==> src/logic/lcm_pkg.sv <==
// Package: register map, field layout, reset values and modes of the logic cell
package lcm_pkg;

    // Register byte addresses on the APB
    localparam logic [11:0] ADDR_CFG  = 12'h000;
    localparam logic [11:0] ADDR_LUT  = 12'h004;
    localparam logic [11:0] ADDR_STAT = 12'h008;
    localparam logic [11:0] ADDR_TRI  = 12'h00C;

    // Configuration word layout
    localparam int CFG_W          = 13;
    localparam int OP_W           = 2;
    localparam int CP_W           = 3;
    localparam int CFG_OP_LSB     = 0;
    localparam int CFG_CP_LSB     = 2;
    localparam int CFG_PACKED     = 5;
    localparam int CFG_CASC_EN    = 6;
    localparam int CFG_CARRY_SEL  = 7;
    localparam int CFG_LOCAL_REG  = 8;
    localparam int CFG_GLOBAL_REG = 9;
    localparam int CFG_CE_EN      = 10;
    localparam int CFG_CLR_SRC    = 11;
    localparam int CFG_CHIPRST_EN = 12;
    localparam logic [CFG_W-1:0] CFG_RESET = 13'h0000;
    localparam logic [CP_W-1:0]  CP_LAST   = 3'h5;

    // Truth table word: low half data function, high half carry function
    localparam int LUT_W = 16;
    localparam logic [LUT_W-1:0] LUT_RESET = 16'h0000;

    // Status word layout
    localparam int STAT_Q      = 0;
    localparam int STAT_LUT    = 1;
    localparam int STAT_CARRY  = 2;
    localparam int STAT_CASC   = 3;
    localparam int STAT_TRI    = 4;
    localparam int STAT_REJECT = 5;

    // Pin synchroniser bit positions
    localparam int PIN_D1      = 0;
    localparam int PIN_D2      = 1;
    localparam int PIN_D3      = 2;
    localparam int PIN_D4      = 3;
    localparam int PIN_CIN     = 4;
    localparam int PIN_CASC    = 5;
    localparam int PIN_CA      = 6;
    localparam int PIN_CB      = 7;
    localparam int PIN_CHIPRST = 8;
    localparam int PIN_W       = 9;
    localparam logic [PIN_W-1:0] PIN_SYNC_RESET = 9'h100;

    // Operating modes of the cell
    typedef enum logic [OP_W-1:0] {OP_NORMAL, OP_ARITH, OP_UPDOWN, OP_CLRCNT} lcm_op_t;

    // Clear and preset configurations
    typedef enum logic [CP_W-1:0] {
        CP_CLR, CP_PRE, CP_CLR_PRE, CP_LOAD_CLR, CP_LOAD_PRE, CP_LOAD
    } lcm_cp_t;

endpackage : lcm_pkg

==> src/logic/lcm_logic_cell.sv <==
// Module: one programmable logic cell with APB configuration
//
// Functional notes
// - Four operating modes: normal, arithmetic, up/down counter, clearable counter.
// - Seven inputs steered per mode; clock, clear, preset controls separate.
// - Register has synchronous clock enable from data_in_1 in every mode.
// - Normal mode four-input function; carry-in or data_in_3 selected as one input.
// - Normal mode function combines with cascade-in; register or function drives outputs.
// - Packing: data_in_4 feeds register; outputs carry register and function either way.
// - Packed register keeps clock enable, clear and preset.
// - Packed register with cascade is refused by configuration logic.
// - Arithmetic: two three-input functions give result and carry-out; cascade allowed.
// - Up/down counter: enable, direction, two-way load multiplexer, count and carry functions.
// - Counter modes also load asynchronously via clear and preset paths.
// - Clearable counter: sync clear replaces cascade-in, ANDed after load multiplexer.
// - Emulated bus: several enables give low, none gives high.
// - data_in_3, cluster_ctrl_a, cluster_ctrl_b drive clear/preset/load; either line clears.
// - Load configurations: cluster_ctrl_a copies data_in_3 via preset and clear paths.
// - Clear and preset active low; unused ones held high.
// - Six clear/preset configurations.
// - Enabled chip-wide reset overrides all; inverted registers may read set.
// - Preset realised by loading a one, or by clear with inversion.
// - Clear-and-preset: cluster_ctrl_a presets, cluster_ctrl_b clears.
// - Load-with-clear: cluster_ctrl_a loads, cluster_ctrl_b clears only.
// - Load-with-preset: register inverted, cluster_ctrl_b sets, data_in_3 inverted.
module lcm_logic_cell
    import lcm_pkg::*;
#(
    parameter int TRI_SRC = 4
) (
    input  wire logic        pclk,
    input  wire logic        presetn,
    input  wire logic        psel,
    input  wire logic        penable,
    input  wire logic        pwrite,
    input  wire logic [11:0] paddr,
    input  wire logic [31:0] pwdata,
    output logic      [31:0] prdata,
    output logic             pready,
    output logic             pslverr,
    input  wire logic        data_in_1,
    input  wire logic        data_in_2,
    input  wire logic        data_in_3,
    input  wire logic        data_in_4,
    input  wire logic        carry_in,
    input  wire logic        cascade_in,
    input  wire logic        cluster_ctrl_a,
    input  wire logic        cluster_ctrl_b,
    input  wire logic        chip_reset_n,
    output logic             local_out,
    output logic             global_out,
    output logic             carry_out,
    output logic             cascade_out,
    output logic             tri_bus_out
);

    localparam int TRI_W = 2 * TRI_SRC;

    // Whole state of the cell
    typedef struct packed {
        logic [PIN_W-1:0] pin_s1;
        logic [PIN_W-1:0] pin_s2;
        logic [CFG_W-1:0] cfg;
        logic [LUT_W-1:0] lut;
        logic [TRI_W-1:0] tri_src;
        logic             cell_q;
        logic             cfg_reject;
        logic             local_out;
        logic             global_out;
        logic             carry_out;
        logic             cascade_out;
        logic             lut_out;
        logic             tri_out;
        logic [31:0]      prdata;
        logic             pready;
        logic             pslverr;
    } lcm_state_t;

    localparam lcm_state_t ST_RESET = '{
        pin_s1: PIN_SYNC_RESET, pin_s2: PIN_SYNC_RESET, cfg: CFG_RESET,
        lut: LUT_RESET, tri_out: 1'b1, default: '0
    };

    lcm_state_t       st;
    lcm_state_t       next_st;
    lcm_op_t          op;
    lcm_cp_t          cp;
    logic             s_d1;
    logic             s_d2;
    logic             s_d3;
    logic             s_d4;
    logic             s_cin;
    logic             s_casc;
    logic             s_ca;
    logic             s_cb;
    logic             s_chiprst_n;
    logic             inv;
    logic             q_obs;
    logic [3:0]       idx4;
    logic [2:0]       idx3;
    logic             lut_norm;
    logic             lut_data;
    logic             lut_carry;
    logic             comb_res;
    logic             carry_res;
    logic             d_sync;
    logic             ctrl_clr;
    logic             clr_n;
    logic             pre_n;
    logic             chip_act;
    logic             ce;
    logic [TRI_W/2-1:0] tri_oe;
    logic [TRI_W/2-1:0] tri_dat;
    logic [31:0]      stat_word;
    logic [CFG_W-1:0] wcfg;
    logic             wcfg_bad;
    logic             setup_ph;
    logic             access_ph;

    // Next-state logic of the whole cell
    always_comb begin
        next_st = st;
        // Two-stage synchronisers on every pin input
        next_st.pin_s1 = {chip_reset_n, cluster_ctrl_b, cluster_ctrl_a, cascade_in,
                          carry_in, data_in_4, data_in_3, data_in_2, data_in_1};
        next_st.pin_s2 = st.pin_s1;
        s_d1        = st.pin_s2[PIN_D1];
        s_d2        = st.pin_s2[PIN_D2];
        s_d3        = st.pin_s2[PIN_D3];
        s_d4        = st.pin_s2[PIN_D4];
        s_cin       = st.pin_s2[PIN_CIN];
        s_casc      = st.pin_s2[PIN_CASC];
        s_ca        = st.pin_s2[PIN_CA];
        s_cb        = st.pin_s2[PIN_CB];
        s_chiprst_n = st.pin_s2[PIN_CHIPRST];
        op = lcm_op_t'(st.cfg[CFG_OP_LSB +: OP_W]);
        cp = lcm_cp_t'(st.cfg[CFG_CP_LSB +: CP_W]);

        // Stored bit is inverted in load-with-preset
        inv   = (cp == CP_LOAD_PRE);
        q_obs = st.cell_q ^ inv;

        // Function inputs: four-input table or two three-input tables
        idx4 = {s_d4, (st.cfg[CFG_CARRY_SEL] ? s_cin : s_d3), s_d2, s_d1};
        if (op == OP_ARITH) begin
            idx3 = {s_cin, s_d2, s_d1};
        end else begin
            idx3 = {s_cin, s_d3, q_obs};
        end
        lut_norm  = st.lut[idx4];
        lut_data  = st.lut[{1'b0, idx3}];
        lut_carry = st.lut[{1'b1, idx3}];

        // Mode-dependent routing of the seven cell inputs
        case (op)
            OP_NORMAL: begin
                comb_res  = st.cfg[CFG_CASC_EN] ? (lut_norm & s_casc) : lut_norm;
                carry_res = 1'b0;
                d_sync    = st.cfg[CFG_PACKED] ? s_d4 : comb_res;
            end
            OP_ARITH: begin
                comb_res  = st.cfg[CFG_CASC_EN] ? (lut_data & s_casc) : lut_data;
                carry_res = lut_carry;
                d_sync    = comb_res;
            end
            OP_UPDOWN: begin
                comb_res  = lut_data;
                carry_res = lut_carry;
                d_sync    = s_d4 ? s_d2 : lut_data;
            end
            OP_CLRCNT: begin
                comb_res  = lut_data;
                carry_res = lut_carry;
                d_sync    = (s_d4 ? s_d2 : lut_data) & ~s_casc;
            end
            default: begin
                comb_res  = lut_norm;
                carry_res = 1'b0;
                d_sync    = comb_res;
            end
        endcase

        // Active-low clear and preset, idle high
        clr_n    = 1'b1;
        pre_n    = 1'b1;
        ctrl_clr = st.cfg[CFG_CLR_SRC] ? s_cb : s_ca;
        case (cp)
            CP_CLR: begin
                clr_n = ~ctrl_clr;
            end
            CP_PRE: begin
                pre_n = ~s_ca;
            end
            CP_CLR_PRE: begin
                pre_n = ~s_ca;
                clr_n = ~s_cb;
            end
            CP_LOAD_CLR: begin
                pre_n = ~(s_ca & s_d3);
                clr_n = ~(s_ca & ~s_d3) & ~s_cb;
            end
            CP_LOAD_PRE: begin
                pre_n = ~(s_ca & ~s_d3);
                clr_n = ~(s_ca & s_d3) & ~s_cb;
            end
            CP_LOAD: begin
                pre_n = ~(s_ca & s_d3);
                clr_n = ~(s_ca & ~s_d3);
            end
            default: begin
                clr_n = 1'b1;
                pre_n = 1'b1;
            end
        endcase

        // Register update: chip reset, then clear, preset, enabled capture
        chip_act = st.cfg[CFG_CHIPRST_EN] & ~s_chiprst_n;
        ce       = st.cfg[CFG_CE_EN] ? s_d1 : 1'b1;
        if (chip_act) begin
            next_st.cell_q = 1'b0;
        end else if (!clr_n) begin
            next_st.cell_q = 1'b0;
        end else if (!pre_n) begin
            next_st.cell_q = 1'b1;
        end else if (ce) begin
            next_st.cell_q = d_sync ^ inv;
        end

        // Registered cell outputs follow the new register value
        next_st.local_out   = st.cfg[CFG_LOCAL_REG] ? (next_st.cell_q ^ inv) : comb_res;
        next_st.global_out  = st.cfg[CFG_GLOBAL_REG] ? (next_st.cell_q ^ inv) : comb_res;
        next_st.carry_out   = carry_res;
        next_st.cascade_out = comb_res;
        next_st.lut_out     = comb_res;

        // Emulated bus: contention low, float high
        tri_oe  = st.tri_src[TRI_W-1:TRI_SRC];
        tri_dat = st.tri_src[TRI_SRC-1:0];
        if (tri_oe == '0) begin
            next_st.tri_out = 1'b1;
        end else if ($countones(tri_oe) > 1) begin
            next_st.tri_out = 1'b0;
        end else begin
            next_st.tri_out = |(tri_oe & tri_dat);
        end

        // Status word
        stat_word              = '0;
        stat_word[STAT_Q]      = q_obs;
        stat_word[STAT_LUT]    = st.lut_out;
        stat_word[STAT_CARRY]  = st.carry_out;
        stat_word[STAT_CASC]   = st.cascade_out;
        stat_word[STAT_TRI]    = st.tri_out;
        stat_word[STAT_REJECT] = st.cfg_reject;

        // Configuration write check
        wcfg     = pwdata[CFG_W-1:0];
        wcfg_bad = (wcfg[CFG_PACKED] & wcfg[CFG_CASC_EN]) |
                   (wcfg[CFG_CP_LSB +: CP_W] > CP_LAST);

        // APB slave: answer prepared in setup, taken in access
        setup_ph  = psel & ~penable;
        access_ph = psel & penable & st.pready;
        if (setup_ph) begin
            next_st.pready  = 1'b1;
            next_st.pslverr = 1'b0;
            next_st.prdata  = '0;
            if (paddr == ADDR_CFG) begin
                next_st.prdata = {{(32-CFG_W){1'b0}}, st.cfg};
                if (pwrite && wcfg_bad) begin
                    next_st.pslverr    = 1'b1;
                    next_st.cfg_reject = 1'b1;
                end
            end else if (paddr == ADDR_LUT) begin
                next_st.prdata = {{(32-LUT_W){1'b0}}, st.lut};
            end else if (paddr == ADDR_STAT) begin
                next_st.prdata = stat_word;
            end else if (paddr == ADDR_TRI) begin
                next_st.prdata = {{(32-TRI_W){1'b0}}, st.tri_src};
            end else begin
                next_st.pslverr = 1'b1;
            end
        end else if (access_ph) begin
            next_st.pready  = 1'b0;
            next_st.pslverr = 1'b0;
            next_st.prdata  = '0;
            if (pwrite && !st.pslverr) begin
                if (paddr == ADDR_CFG) begin
                    next_st.cfg        = wcfg;
                    next_st.cfg_reject = 1'b0;
                end else if (paddr == ADDR_LUT) begin
                    next_st.lut = pwdata[LUT_W-1:0];
                end else if (paddr == ADDR_TRI) begin
                    next_st.tri_src = pwdata[TRI_W-1:0];
                end
            end
        end else begin
            next_st.pready  = 1'b0;
            next_st.pslverr = 1'b0;
        end
    end

    // State register
    always_ff @(posedge pclk or negedge presetn) begin
        if (!presetn) begin
            st <= ST_RESET;
        end else begin
            st <= next_st;
        end
    end

    // Outputs straight from the state register
    assign prdata      = st.prdata;
    assign pready      = st.pready;
    assign pslverr     = st.pslverr;
    assign local_out   = st.local_out;
    assign global_out  = st.global_out;
    assign carry_out   = st.carry_out;
    assign cascade_out = st.cascade_out;
    assign tri_bus_out = st.tri_out;

    // Checks on the cell behaviour
    a_sync_ctrl_a: assert property (
        @(posedge pclk) disable iff (!presetn)
        ##2 (s_ca == $past(cluster_ctrl_a, 2)))
        else $error("cluster_ctrl_a synchroniser latency wrong");

    a_chip_reset_wins: assert property (
        @(posedge pclk) disable iff (!presetn)
        chip_act |=> (st.cell_q == 1'b0))
        else $error("chip reset did not clear the register");

    a_clear_mode_zero: assert property (
        @(posedge pclk) disable iff (!presetn)
        (cp == CP_CLR && ctrl_clr && !chip_act) |=> (!st.cfg[CFG_LOCAL_REG] || !local_out)
            && (st.cell_q == 1'b0))
        else $error("asynchronous clear not applied");

    a_load_copy_d3: assert property (
        @(posedge pclk) disable iff (!presetn)
        ((cp == CP_LOAD || cp == CP_LOAD_CLR) && s_ca && !s_cb && !chip_act)
        |=> (st.cell_q == $past(s_d3)))
        else $error("asynchronous load did not copy data_in_3");

    a_inv_load_pre: assert property (
        @(posedge pclk) disable iff (!presetn)
        (cp == CP_LOAD_PRE && s_cb && !chip_act && $stable(st.cfg)) |=> (q_obs == 1'b1))
        else $error("load-with-preset did not set observed value");

    a_preset_and_clear: assert property (
        @(posedge pclk) disable iff (!presetn)
        (cp == CP_CLR_PRE && s_ca && !s_cb && !chip_act) |=> (st.cell_q == 1'b1))
        else $error("clear-and-preset mode did not preset");

    a_ce_hold: assert property (
        @(posedge pclk) disable iff (!presetn)
        (st.cfg[CFG_CE_EN] && !s_d1 && clr_n && pre_n && !chip_act) |=> $stable(st.cell_q))
        else $error("register changed while clock enable low");

    a_clrcnt_clear: assert property (
        @(posedge pclk) disable iff (!presetn)
        (op == OP_CLRCNT && !inv && s_casc && ce && clr_n && pre_n && !chip_act)
        |=> (st.cell_q == 1'b0))
        else $error("synchronous clear ignored in clearable counter");

    a_no_packed_casc: assert property (
        @(posedge pclk) disable iff (!presetn)
        !(st.cfg[CFG_PACKED] && st.cfg[CFG_CASC_EN]))
        else $error("packed register combined with cascade");

    a_reject_error: assert property (
        @(posedge pclk) disable iff (!presetn)
        (setup_ph && pwrite && paddr == ADDR_CFG && wcfg_bad)
        |=> pslverr ##1 $stable(st.cfg))
        else $error("bad configuration write not refused");

    a_tri_float_high: assert property (
        @(posedge pclk) disable iff (!presetn)
        (st.tri_src[TRI_W-1:TRI_SRC] == '0) |=> tri_bus_out)
        else $error("floating emulated bus not high");

    a_tri_contend_low: assert property (
        @(posedge pclk) disable iff (!presetn)
        ($countones(st.tri_src[TRI_W-1:TRI_SRC]) > 1) |=> !tri_bus_out)
        else $error("contending emulated bus not low");

    a_apb_ready: assert property (
        @(posedge pclk) disable iff (!presetn)
        setup_ph |=> pready)
        else $error("APB answer not ready in access phase");

endmodule : lcm_logic_cell

==> config.mk <==
export PLATFORM = sky130hd
export DESIGN_NAME = lcm_logic_cell
export DESIGN_NICKNAME = d
export VERILOG_FILES = /design/src/logic/lcm_pkg.sv /design/src/logic/lcm_logic_cell.sv
export SDC_FILE = /design/constraint.sdc
export NUM_CORES = 1
export LEC_CHECK = 0
export ABC_AREA = 1
export BUFFER_PORTS_ARGS = -buffer_cell sky130_fd_sc_hd__clkbuf_2
export CORE_UTILIZATION = 45
export DETAILED_ROUTE_END_ITERATION = 8
export MAX_ROUTING_LAYER = met4
export PLACE_DENSITY = 0.72
export SLEW_MARGIN = 20
export SYNTH_ARGS = -nofsm -noshare
export SYNTH_HDL_FRONTEND = slang
export SYNTH_SLANG_ARGS = --single-unit
==> constraint.sdc <==
create_clock -name pclk -period 1.73 [get_ports pclk]
set_input_delay 0.346 -clock pclk [delete_from_list [all_inputs] [get_ports pclk]]
set_output_delay 0.346 -clock pclk [all_outputs]
set_load 0.01 [all_outputs]
==> results of run 1 <==
logic make-up after synthesis:
| logic type | count (synthesis) | share of synthesized area |
|---|---|---|
| AND/OR/NAND/NOR | 169 | 0.197 |
| AO/OA/AOI/OAI | 119 | 0.165 |
| buffers and inverters | 106 | 0.130 |
| flip-flops | 80 | 0.493 |
| multiplexers | 2 | 0.00554 |
| adder cells (fa/ha/maj) | 2 | 0.00800 |
| other | 1 | 0.000922 |
flip-flops by register name (all words and copies together) (netlist names):
register	flops
s_chiprst_n	1
st	35
cp	3
next_st	9
pready	1
s_cb	1
tri_bus_out	1
idx4	3
local_out	1
prdata	16
global_out	1
carry_out	1
op	2
s_casc	1
s_ca	1
s_cin	1
pslverr	1
s_d3	1
routing by layer:
metal  vias up  GRT usage  part of all wire
met2       127      0.387              0.49
li1       1772          -                 -
met3        20     0.0412             0.054
met1      1725      0.331              0.44
met4         0     0.0746             0.020
met5         -          -                 0
report_power, final:
part	internal [mW]	leakage (nW)	switching [mW]
clock	0.601	0.0886	0.689
combinational	0.126	1.55	0.199
sequential	1.90	0.968	0.0177
worst max-delay path, stage by stage (launching register included):
cell                      delay [ns]
sky130_fd_sc_hd__dfrtp_1        0.42
sky130_fd_sc_hd__nor2_4         0.19
sky130_fd_sc_hd__nand2_4        0.08
sky130_fd_sc_hd__nand2_4        0.08
sky130_fd_sc_hd__nand3_4        0.10
sky130_fd_sc_hd__nand2_4        0.13
sky130_fd_sc_hd__nand2_2        0.06
sky130_fd_sc_hd__nand3_2        0.05
sky130_fd_sc_hd__nand3_2        0.10
sky130_fd_sc_hd__nand2_2        0.10
sky130_fd_sc_hd__nand2_2        0.07
sky130_fd_sc_hd__nand3_2        0.06
sky130_fd_sc_hd__nand2_1        0.05
sky130_fd_sc_hd__nand3_2        0.07
sky130_fd_sc_hd__nand2_2        0.06
sky130_fd_sc_hd__nand2_2        0.08
sky130_fd_sc_hd__nand2_2        0.06
sky130_fd_sc_hd__nand3_2        0.05
sky130_fd_sc_hd__nand2_1        0.06
layout by cell type (no fill, tap or decap), types with 13 or more instances in the layout:
cell                       synthesis  routed
sky130_fd_sc_hd__a21oi_1          18      18
sky130_fd_sc_hd__buf_4            32      63
sky130_fd_sc_hd__clkbuf_2          0      63
sky130_fd_sc_hd__conb_1            1      16
sky130_fd_sc_hd__dfrtp_1          77      76
sky130_fd_sc_hd__inv_1            59      57
sky130_fd_sc_hd__nand2_1          73      65
sky130_fd_sc_hd__nand3_1          39      28
sky130_fd_sc_hd__nand3_2           4      13
sky130_fd_sc_hd__nor2_1           33      32
sky130_fd_sc_hd__o21ai_0          68      66
stage by stage:
step | total power, mW | setup TNS (ns)
global placement | 2.26 | -1.00
floorplan | 2.11 | -0.171
global route | 3.68 | -1.27
CTS | 3.55 | -0.508
detailed placement | 2.27 | -1.15
finish | 3.53 | -0.690
area by class of cell:
cell class,count,area (sq um)
tap,108,135
inverter,62,235
multi-input combinational,308,1690
sequential,80,2010
clock inverter,4,28.8
clock buffer,12,155
fill,806,3620
timing repair buffer,130,850
repair_timing:
| item | 4_1_cts | 5_1_grt |
|---|---|---|
| pin swaps | 4 | 15 |
| buffers inserted | 1 | 1 |
| hold buffers | 1 | 0 |
| resized for setup | 12 | 18 |
| endpoints found under the setup margin | 3 | 5 |
| hold endpoints to repair | 25 | 0 |
final timing paths:
check | slack, ns | start | cells after the start | to
max | -0.25 | cp[0] | 18 | local_out
min | 0.07 | chip_reset_n | 1 | next_st[87]
max reg2reg | -0.25 | cp[0] | 18 | local_out
min reg2reg | 0.35 | next_st[81] | 0 | s_d3
max in group asynchronous | 0.66 | presetn | 3 | prdata[0]
min in group asynchronous | 0.45 | presetn | 2 | op[0]
==> run summary, run 1 <==
PLACE
--------------------------------------------------------------------------------------------------
Area post-placement                                                                   0.00478 sq mm
Hpwl dp                                                                                    8.36 mm
Instance count after placement with tap cells included                                         685
Quantity of I/O buffers inserted on ports                                                       64
Setup WS pre-CTS                                                                         -0.233 ns
Gp weighted congestion                                                                       0.866

TIMING
--------------------------------------------------------------------------------------------------
Hold Slack                                                                               0.0688 ns
Max-slew violation count                                                                         0
Final worst path period share                                                                 1.15
Crit path time final                                                                       1.98 ns
Fin. Hold Viols                                                                                  0
Unrepaired setup endpoints after global routing                                                yes
Final worst setup slack                                                                  -0.253 ns
Setup violators final                                                                            3
Highest achievable clock rate                                                              504 MHz
Clock Skews                                                                              0.0153 ns

YOSYS
--------------------------------------------------------------------------------------------------
Most used flip-flop cell after synthesis                                              sky130_fd_sc_hd__dfrtp_1
Area share of the largest cell type after synthesis                                          0.474
Largest cells by area after synthesis                                                 sky130_fd_sc_hd__dfrtp_1 47%, sky130_fd_sc_hd__o21ai_0 8.4%, sky130_fd_sc_hd__nand2_1 6.7%
Most common library cells after synthesis                                             77 x sky130_fd_sc_hd__dfrtp_1, 73 x sky130_fd_sc_hd__nand2_1, 68 x sky130_fd_sc_hd__o21ai_0
Mapped Cells                                                                                   479
Largest area contributor in the netlist                                               sky130_fd_sc_hd__dfrtp_1
Post-synthesis cell type count                                                                  39
YS warnings                                                                                      0
FFs w/ async S/R, synth                                                                       1.00
Count leader, synth                                                                   sky130_fd_sc_hd__dfrtp_1
Post-synth EDFFs                                                                                 0
Synth Area per Inst                                                                     8.49 sq um
Sequential element share of the synthesized area                                             0.493
Cell area after synthesis                                                             0.00407 sq mm
Yosys reg bits                                                                                  80

FLOORPLANNING
--------------------------------------------------------------------------------------------------
# IOs                                                                                           97
Starting Density                                                                             0.466
Core Rows                                                                                       34
Core ar.                                                                              0.00872 sq mm
Die width                                                                             97.0 microns
Die H                                                                                 97.0 microns
Die Footprint                                                                         0.00942 sq mm

POWER
--------------------------------------------------------------------------------------------------
Power density cells                                                                    693 mW/mm^2
Leakage power summed over all cells                                                        2.60 nW
IR Drop Worst-Case VDD                                                                    0.444 mV

LAYOUT
--------------------------------------------------------------------------------------------------
Post-Route Utilization                                                                       0.585
Ratio of cells with drive above 1 in the final layout                                        0.327
Number of antenna cells inserted                                                                 0
Layout net count                                                                               651
Area growth syn-to-layout                                                                    25.5%
Design Area, Final                                                                    0.00510 sq mm
Final cell count without fillers                                                               704

ROUTE
--------------------------------------------------------------------------------------------------
Average wire per cell in the routed design                                            15.2 microns
Routed via count                                                                              3644
Total length of routed wires                                                               10.7 mm
Total iterations of the first detailed-routing run                                               5
Post-detailed-route DRC marker count                                                             0
DR iter-0 viols                                                                                225
Antenna-violating nets left                                                                      0
Number of vias per cell after detailed routing                                                5.18

GLOBAL ROUTE
--------------------------------------------------------------------------------------------------
Total congestion overflow after global routing                                                   0
Maximum number of pins on one net before global-route repair                                    34
Vias in the first global route                                                                3593
Global-route wire length before repair                                                     17.8 mm
Initial antenna violation count                                                                  0
Total global-route track usage                                                               0.247

WORST SETUP PATH
--------------------------------------------------------------------------------------------------
Endpoint required time on the critical path                                                1.97 ns
Crit Path Max Fanout                                                                             5
Element type at the critical path start                                                   register
Critical path capture point type                                                          register
Classification of the worst setup path                                                register to register
CP arrival                                                                                 2.23 ns

CLOCK NETWORK
--------------------------------------------------------------------------------------------------
Level count of the clock H-tree                                                                  3
Maximum clock insertion buffer count                                                             2
Clock transition time at the flip-flop clock pins of the worst setup and hold paths        0.08 ns
Clock tree from TritonCTS                                                                    built
Root Buffer Master                                                                    sky130_fd_sc_hd__clkbuf_8
Number of buffers created by CTS                                                                 9
Insertion delay of the later-clocked pin in the worst-skew pair                            0.36 ns
Clock tree sinks                                                                                80

JOB
--------------------------------------------------------------------------------------------------
Max-capacitance violation count                                                                  0

MIN PATH
--------------------------------------------------------------------------------------------------
Class of the most critical hold timing path                                           primary input to register

STATUS
--------------------------------------------------------------------------------------------------
Outcome                                                                               complete, but fails checks
Failing checks                                                                        setup timing

No activity file was read; power rests on OpenSTA's default activity.
==> inputs of run 2 (changes only) <==
Settings changed: ABC_AREA 1 to 0, SLEW_MARGIN 20 to default.
==> run summary, run 2 <==
STATUS
--------------------------------------------------------------------------------------------------
Outcome                                                                               complete, but fails checks
Failing checks                                                                        setup timing

YOSYS
--------------------------------------------------------------------------------------------------
Sequential element share of the synthesized area                                             0.499   +0.00584
Most used flip-flop cell after synthesis                                              sky130_fd_sc_hd__dfrtp_1
Count leader, synth                                                                   sky130_fd_sc_hd__dfrtp_1
Largest area contributor in the netlist                                               sky130_fd_sc_hd__dfrtp_1
Cell area after synthesis                                                             0.00402 sq mm   -1.2%
Share of synthesized cell area in full adder, half adder and majority cells                0.00810   +0.0000947
Largest cells by area after synthesis                                                 sky130_fd_sc_hd__dfrtp_1 48%, sky130_fd_sc_hd__mux2_2 9.2%, sky130_fd_sc_hd__buf_4 6.2%
Most common library cells after synthesis                                             77 x sky130_fd_sc_hd__dfrtp_1, 35 x sky130_fd_sc_hd__nand2_1, 33 x sky130_fd_sc_hd__buf_4, 33 x sky130_fd_sc_hd__mux2_2
Area share of the largest cell type after synthesis                                          0.480   +0.00561
Compound-gate portion of the synthesized area                                                0.111   -0.0538
FFs w/ async S/R, synth                                                                       1.00   unchanged
YS warnings                                                                                      0   unchanged
Main combinational cell family by area after synthesis                                multiplexers
Simple-Gate Fraction of Synth Area                                                           0.110   -0.0870
Post-synth EDFFs                                                                                 0   unchanged
Post-synthesis mux area share                                                                0.173   +0.168
XOR/XNOR Fraction of Synth Area                                                            0.00436   +0.00436
Mapped Cells                                                                                   356   -26%
Synth Area per Inst                                                                     11.3 sq um   +33%
Yosys reg bits                                                                                  80   unchanged
Post-synthesis cell type count                                                                  53   +36%

LAYOUT
--------------------------------------------------------------------------------------------------
Flip-flop count of the largest register after layout                                            35   unchanged
Area growth syn-to-layout                                                                    32.4%
Most common library cell in the layout ignoring fill and taps                         sky130_fd_sc_hd__dfrtp_1
Final cell count without fillers                                                               590   -16%
Register with the most flip-flops                                                               st
Most used cells in the layout excluding fill and tap cells                            77 x sky130_fd_sc_hd__dfrtp_1, 69 x sky130_fd_sc_hd__buf_4, 63 x sky130_fd_sc_hd__clkbuf_2, 34 x sky130_fd_sc_hd__nand2_1, 32 x sky130_fd_sc_hd__mux2_4
Layout net count                                                                               537   -18%
Design Area, Final                                                                    0.00532 sq mm   +4.2%
Number of antenna cells inserted                                                                 0   unchanged
Ratio of cells with drive above 1 in the final layout                                        0.469   +0.142

GLOBAL ROUTE
--------------------------------------------------------------------------------------------------
Initial antenna violation count                                                                  0   unchanged
Total global-route track usage                                                               0.237   -0.00996
Global-route wire length before repair                                                     15.6 mm   -12%
Global-route layer with the greatest usage                                                    met2
Met1 usage                                                                                   0.296   -0.0351
Maximum number of pins on one net before global-route repair                                    81   +140%
Met3 Resource Use GR                                                                        0.0446   +0.00342
Met2 global-route usage                                                                      0.375   -0.0118
Total congestion overflow after global routing                                                   0   unchanged
Vias in the first global route                                                                3097   -14%

CLOCK NETWORK
--------------------------------------------------------------------------------------------------
Number of buffers created by CTS                                                                 9   unchanged
Level count of the clock H-tree                                                                  3   unchanged
Clock tree from TritonCTS                                                                    built
Root Buffer Master                                                                    sky130_fd_sc_hd__clkbuf_8
Insertion delay of the later-clocked pin in the worst-skew pair                            0.36 ns   about the same
Post-CTS Hold Fix Bufs                                                                           0   -1
Clock tree sinks                                                                                80   unchanged
Maximum clock insertion buffer count                                                             2   unchanged
Clock transition time at the flip-flop clock pins of the worst setup and hold paths        0.08 ns   about the same

FLOORPLANNING
--------------------------------------------------------------------------------------------------
Die Footprint                                                                         0.00931 sq mm   -1.1%
# IOs                                                                                           97   unchanged
Die H                                                                                 96.5 microns   -0.57%
Die width                                                                             96.5 microns   -0.57%
Starting Density                                                                             0.463   -0.00319
Core ar.                                                                              0.00868 sq mm   -0.49%
Core Rows                                                                                       34   unchanged

MIN PATH
--------------------------------------------------------------------------------------------------
Class of the most critical hold timing path                                           primary input to asynchronous set/reset pin

TIMING
--------------------------------------------------------------------------------------------------
Highest achievable clock rate                                                              460 MHz   -8.9%
Clock Skews                                                                              0.0162 ns   +0.000921 ns
Fin. Hold Viols                                                                                  0   unchanged
Setup violators final                                                                           21   +18
Final worst setup slack                                                                  -0.445 ns   -0.193 ns
Unrepaired setup endpoints after global routing                                                yes
Final worst path period share                                                                 1.26   +0.111
Max-slew violation count                                                                         0   unchanged
Crit path time final                                                                       2.18 ns   +0.193 ns

POWER
--------------------------------------------------------------------------------------------------
Power density cells                                                                    704 mW/mm^2   +1.7%
Leakage power summed over all cells                                                        2.70 nW   +3.6%
IR Drop Worst-Case VDD                                                                    0.428 mV   -3.7%
Design Power                                                                               3.74 mW   +5.9%

ROUTE
--------------------------------------------------------------------------------------------------
Average wire per cell in the routed design                                            16.9 microns   +11%
Total iterations of the first detailed-routing run                                               5   unchanged
Number of vias per cell after detailed routing                                                5.32   +2.8%
Total length of routed wires                                                               9.94 mm   -6.9%
Routed via count                                                                              3140   -14%
DR iter-0 viols                                                                                223   -0.89%
Antenna-violating nets left                                                                      0   unchanged
Post-detailed-route DRC marker count                                                             0   unchanged

WORST SETUP PATH
--------------------------------------------------------------------------------------------------
CP arrival                                                                                 2.40 ns   +0.17 ns
Classification of the worst setup path                                                register to register
Endpoint required time on the critical path                                                1.96 ns   about the same
Critical path capture point type                                                          register
Crit Path Max Fanout                                                                             2   -3
Element type at the critical path start                                                   register

PLACE
--------------------------------------------------------------------------------------------------
Area post-placement                                                                   0.00493 sq mm   +3.1%
Gp weighted congestion                                                                       0.877   +1.3%
Quantity of I/O buffers inserted on ports                                                       64   unchanged
Instance count after placement with tap cells included                                         565   -18%
Setup WS pre-CTS                                                                         -0.484 ns   -0.250 ns
Hpwl dp                                                                                    7.50 mm   -10%

JOB
--------------------------------------------------------------------------------------------------
Max-capacitance violation count                                                                  0   unchanged

## run 2: cell count changes after synthesis, moves of 5 or more
cell and delta:
sky130_fd_sc_hd__o21ai_0 -50, sky130_fd_sc_hd__inv_1 -42, sky130_fd_sc_hd__nand2_1 -38, sky130_fd_sc_hd__nand3_1 -34, sky130_fd_sc_hd__mux2_2 +31, sky130_fd_sc_hd__mux2i_1 +19
sky130_fd_sc_hd__nor2_1 -14, sky130_fd_sc_hd__o21ai_1 -7, sky130_fd_sc_hd__a21oi_1 -6, sky130_fd_sc_hd__mux4_2 +6, sky130_fd_sc_hd__a221oi_1 -5
## run 2: cell families (layout without fill, tap and decap cells)
group                    Yosys count  in the layout
AND/OR/NAND/NOR                   86             86
adder cells (fa/ha/maj)            2              2
multiplexers                      58             58
AO/OA/AOI/OAI                     66             66
buffers and inverters             61            172
flip-flops                        80             80
other                              1             16
XOR/XNOR                           2              2
## run 2: cell type report
| class | count | area (sq um) |
|---|---|---|
| Tap cell | 108 | 135 |
| Timing Repair Buffer | 139 | 923 |
| Fill cell | 716 | 3360 |
| Clock inverter | 5 | 61.3 |
| Sequential cell | 80 | 2010 |
| Inverter | 17 | 63.8 |
| Clock buffer | 11 | 151 |
| Multi-Input combinational cell | 230 | 1980 |
## run 2: final timing paths
kind	startpoint	to	slack (ns)	cells after the start
setup / recovery	idx4[0]	global_out	-0.45	8
hold / removal	presetn	next_st[79]	0.002	2
setup reg to reg	idx4[0]	global_out	-0.45	8
hold reg to reg	next_st[81]	s_d3	0.35	0
max in group asynchronous	presetn	tri_bus_out	1.39	2
min in group pclk	chip_reset_n	next_st[87]	0.07	1
## run 2: report_power, final
part	internal [mW]	leakage, nW	switching [mW]	total (mW)
combinational	0.153	1.55	0.199	0.352
clock	0.759	0.111	0.712	1.47
sequential	1.90	1.03	0.0207	1.92
total	2.81	2.70	0.931	3.74
## run 2: critical path, cell delays in order, from the launching register on
cell and delay (ns):
sky130_fd_sc_hd__dfrtp_1 0.39, sky130_fd_sc_hd__buf_4 0.15, sky130_fd_sc_hd__mux4_2 0.50, sky130_fd_sc_hd__mux2i_2 0.19
sky130_fd_sc_hd__o21ai_1 0.09, sky130_fd_sc_hd__a22oi_2 0.23, sky130_fd_sc_hd__o31ai_1 0.11, sky130_fd_sc_hd__o211ai_1 0.27
sky130_fd_sc_hd__a21oi_1 0.12
## run 2: routing by layer
metal / vias up / share of wire
li1: 1458 / -
met1: 1545 / 0.44
met2: 118 / 0.49
met3: 19 / 0.048
met4: 0 / 0.023
met5: - / 0
## run 2: what timing repair did
action	4_1_cts	5_1_grt
setup endpoints to repair	23	28
buffers inserted	5	4
gates resized for setup	11	18
gates cloned	0	1
pin swaps	10	10
## run 2: stage by stage
step	utilization	TNS [ns]	hold WS [ns]
3_5_place_dp	0.568	-9.05	0.336
5_1_grt	0.613	-3.92	0.0285
6_report	0.613	-2.19	0.00173
4_1_cts	0.603	-2.00	0.0161
2_1_floorplan	-	-7.16	0.0504
3_3_place_gp	0.568	-7.42	0.332
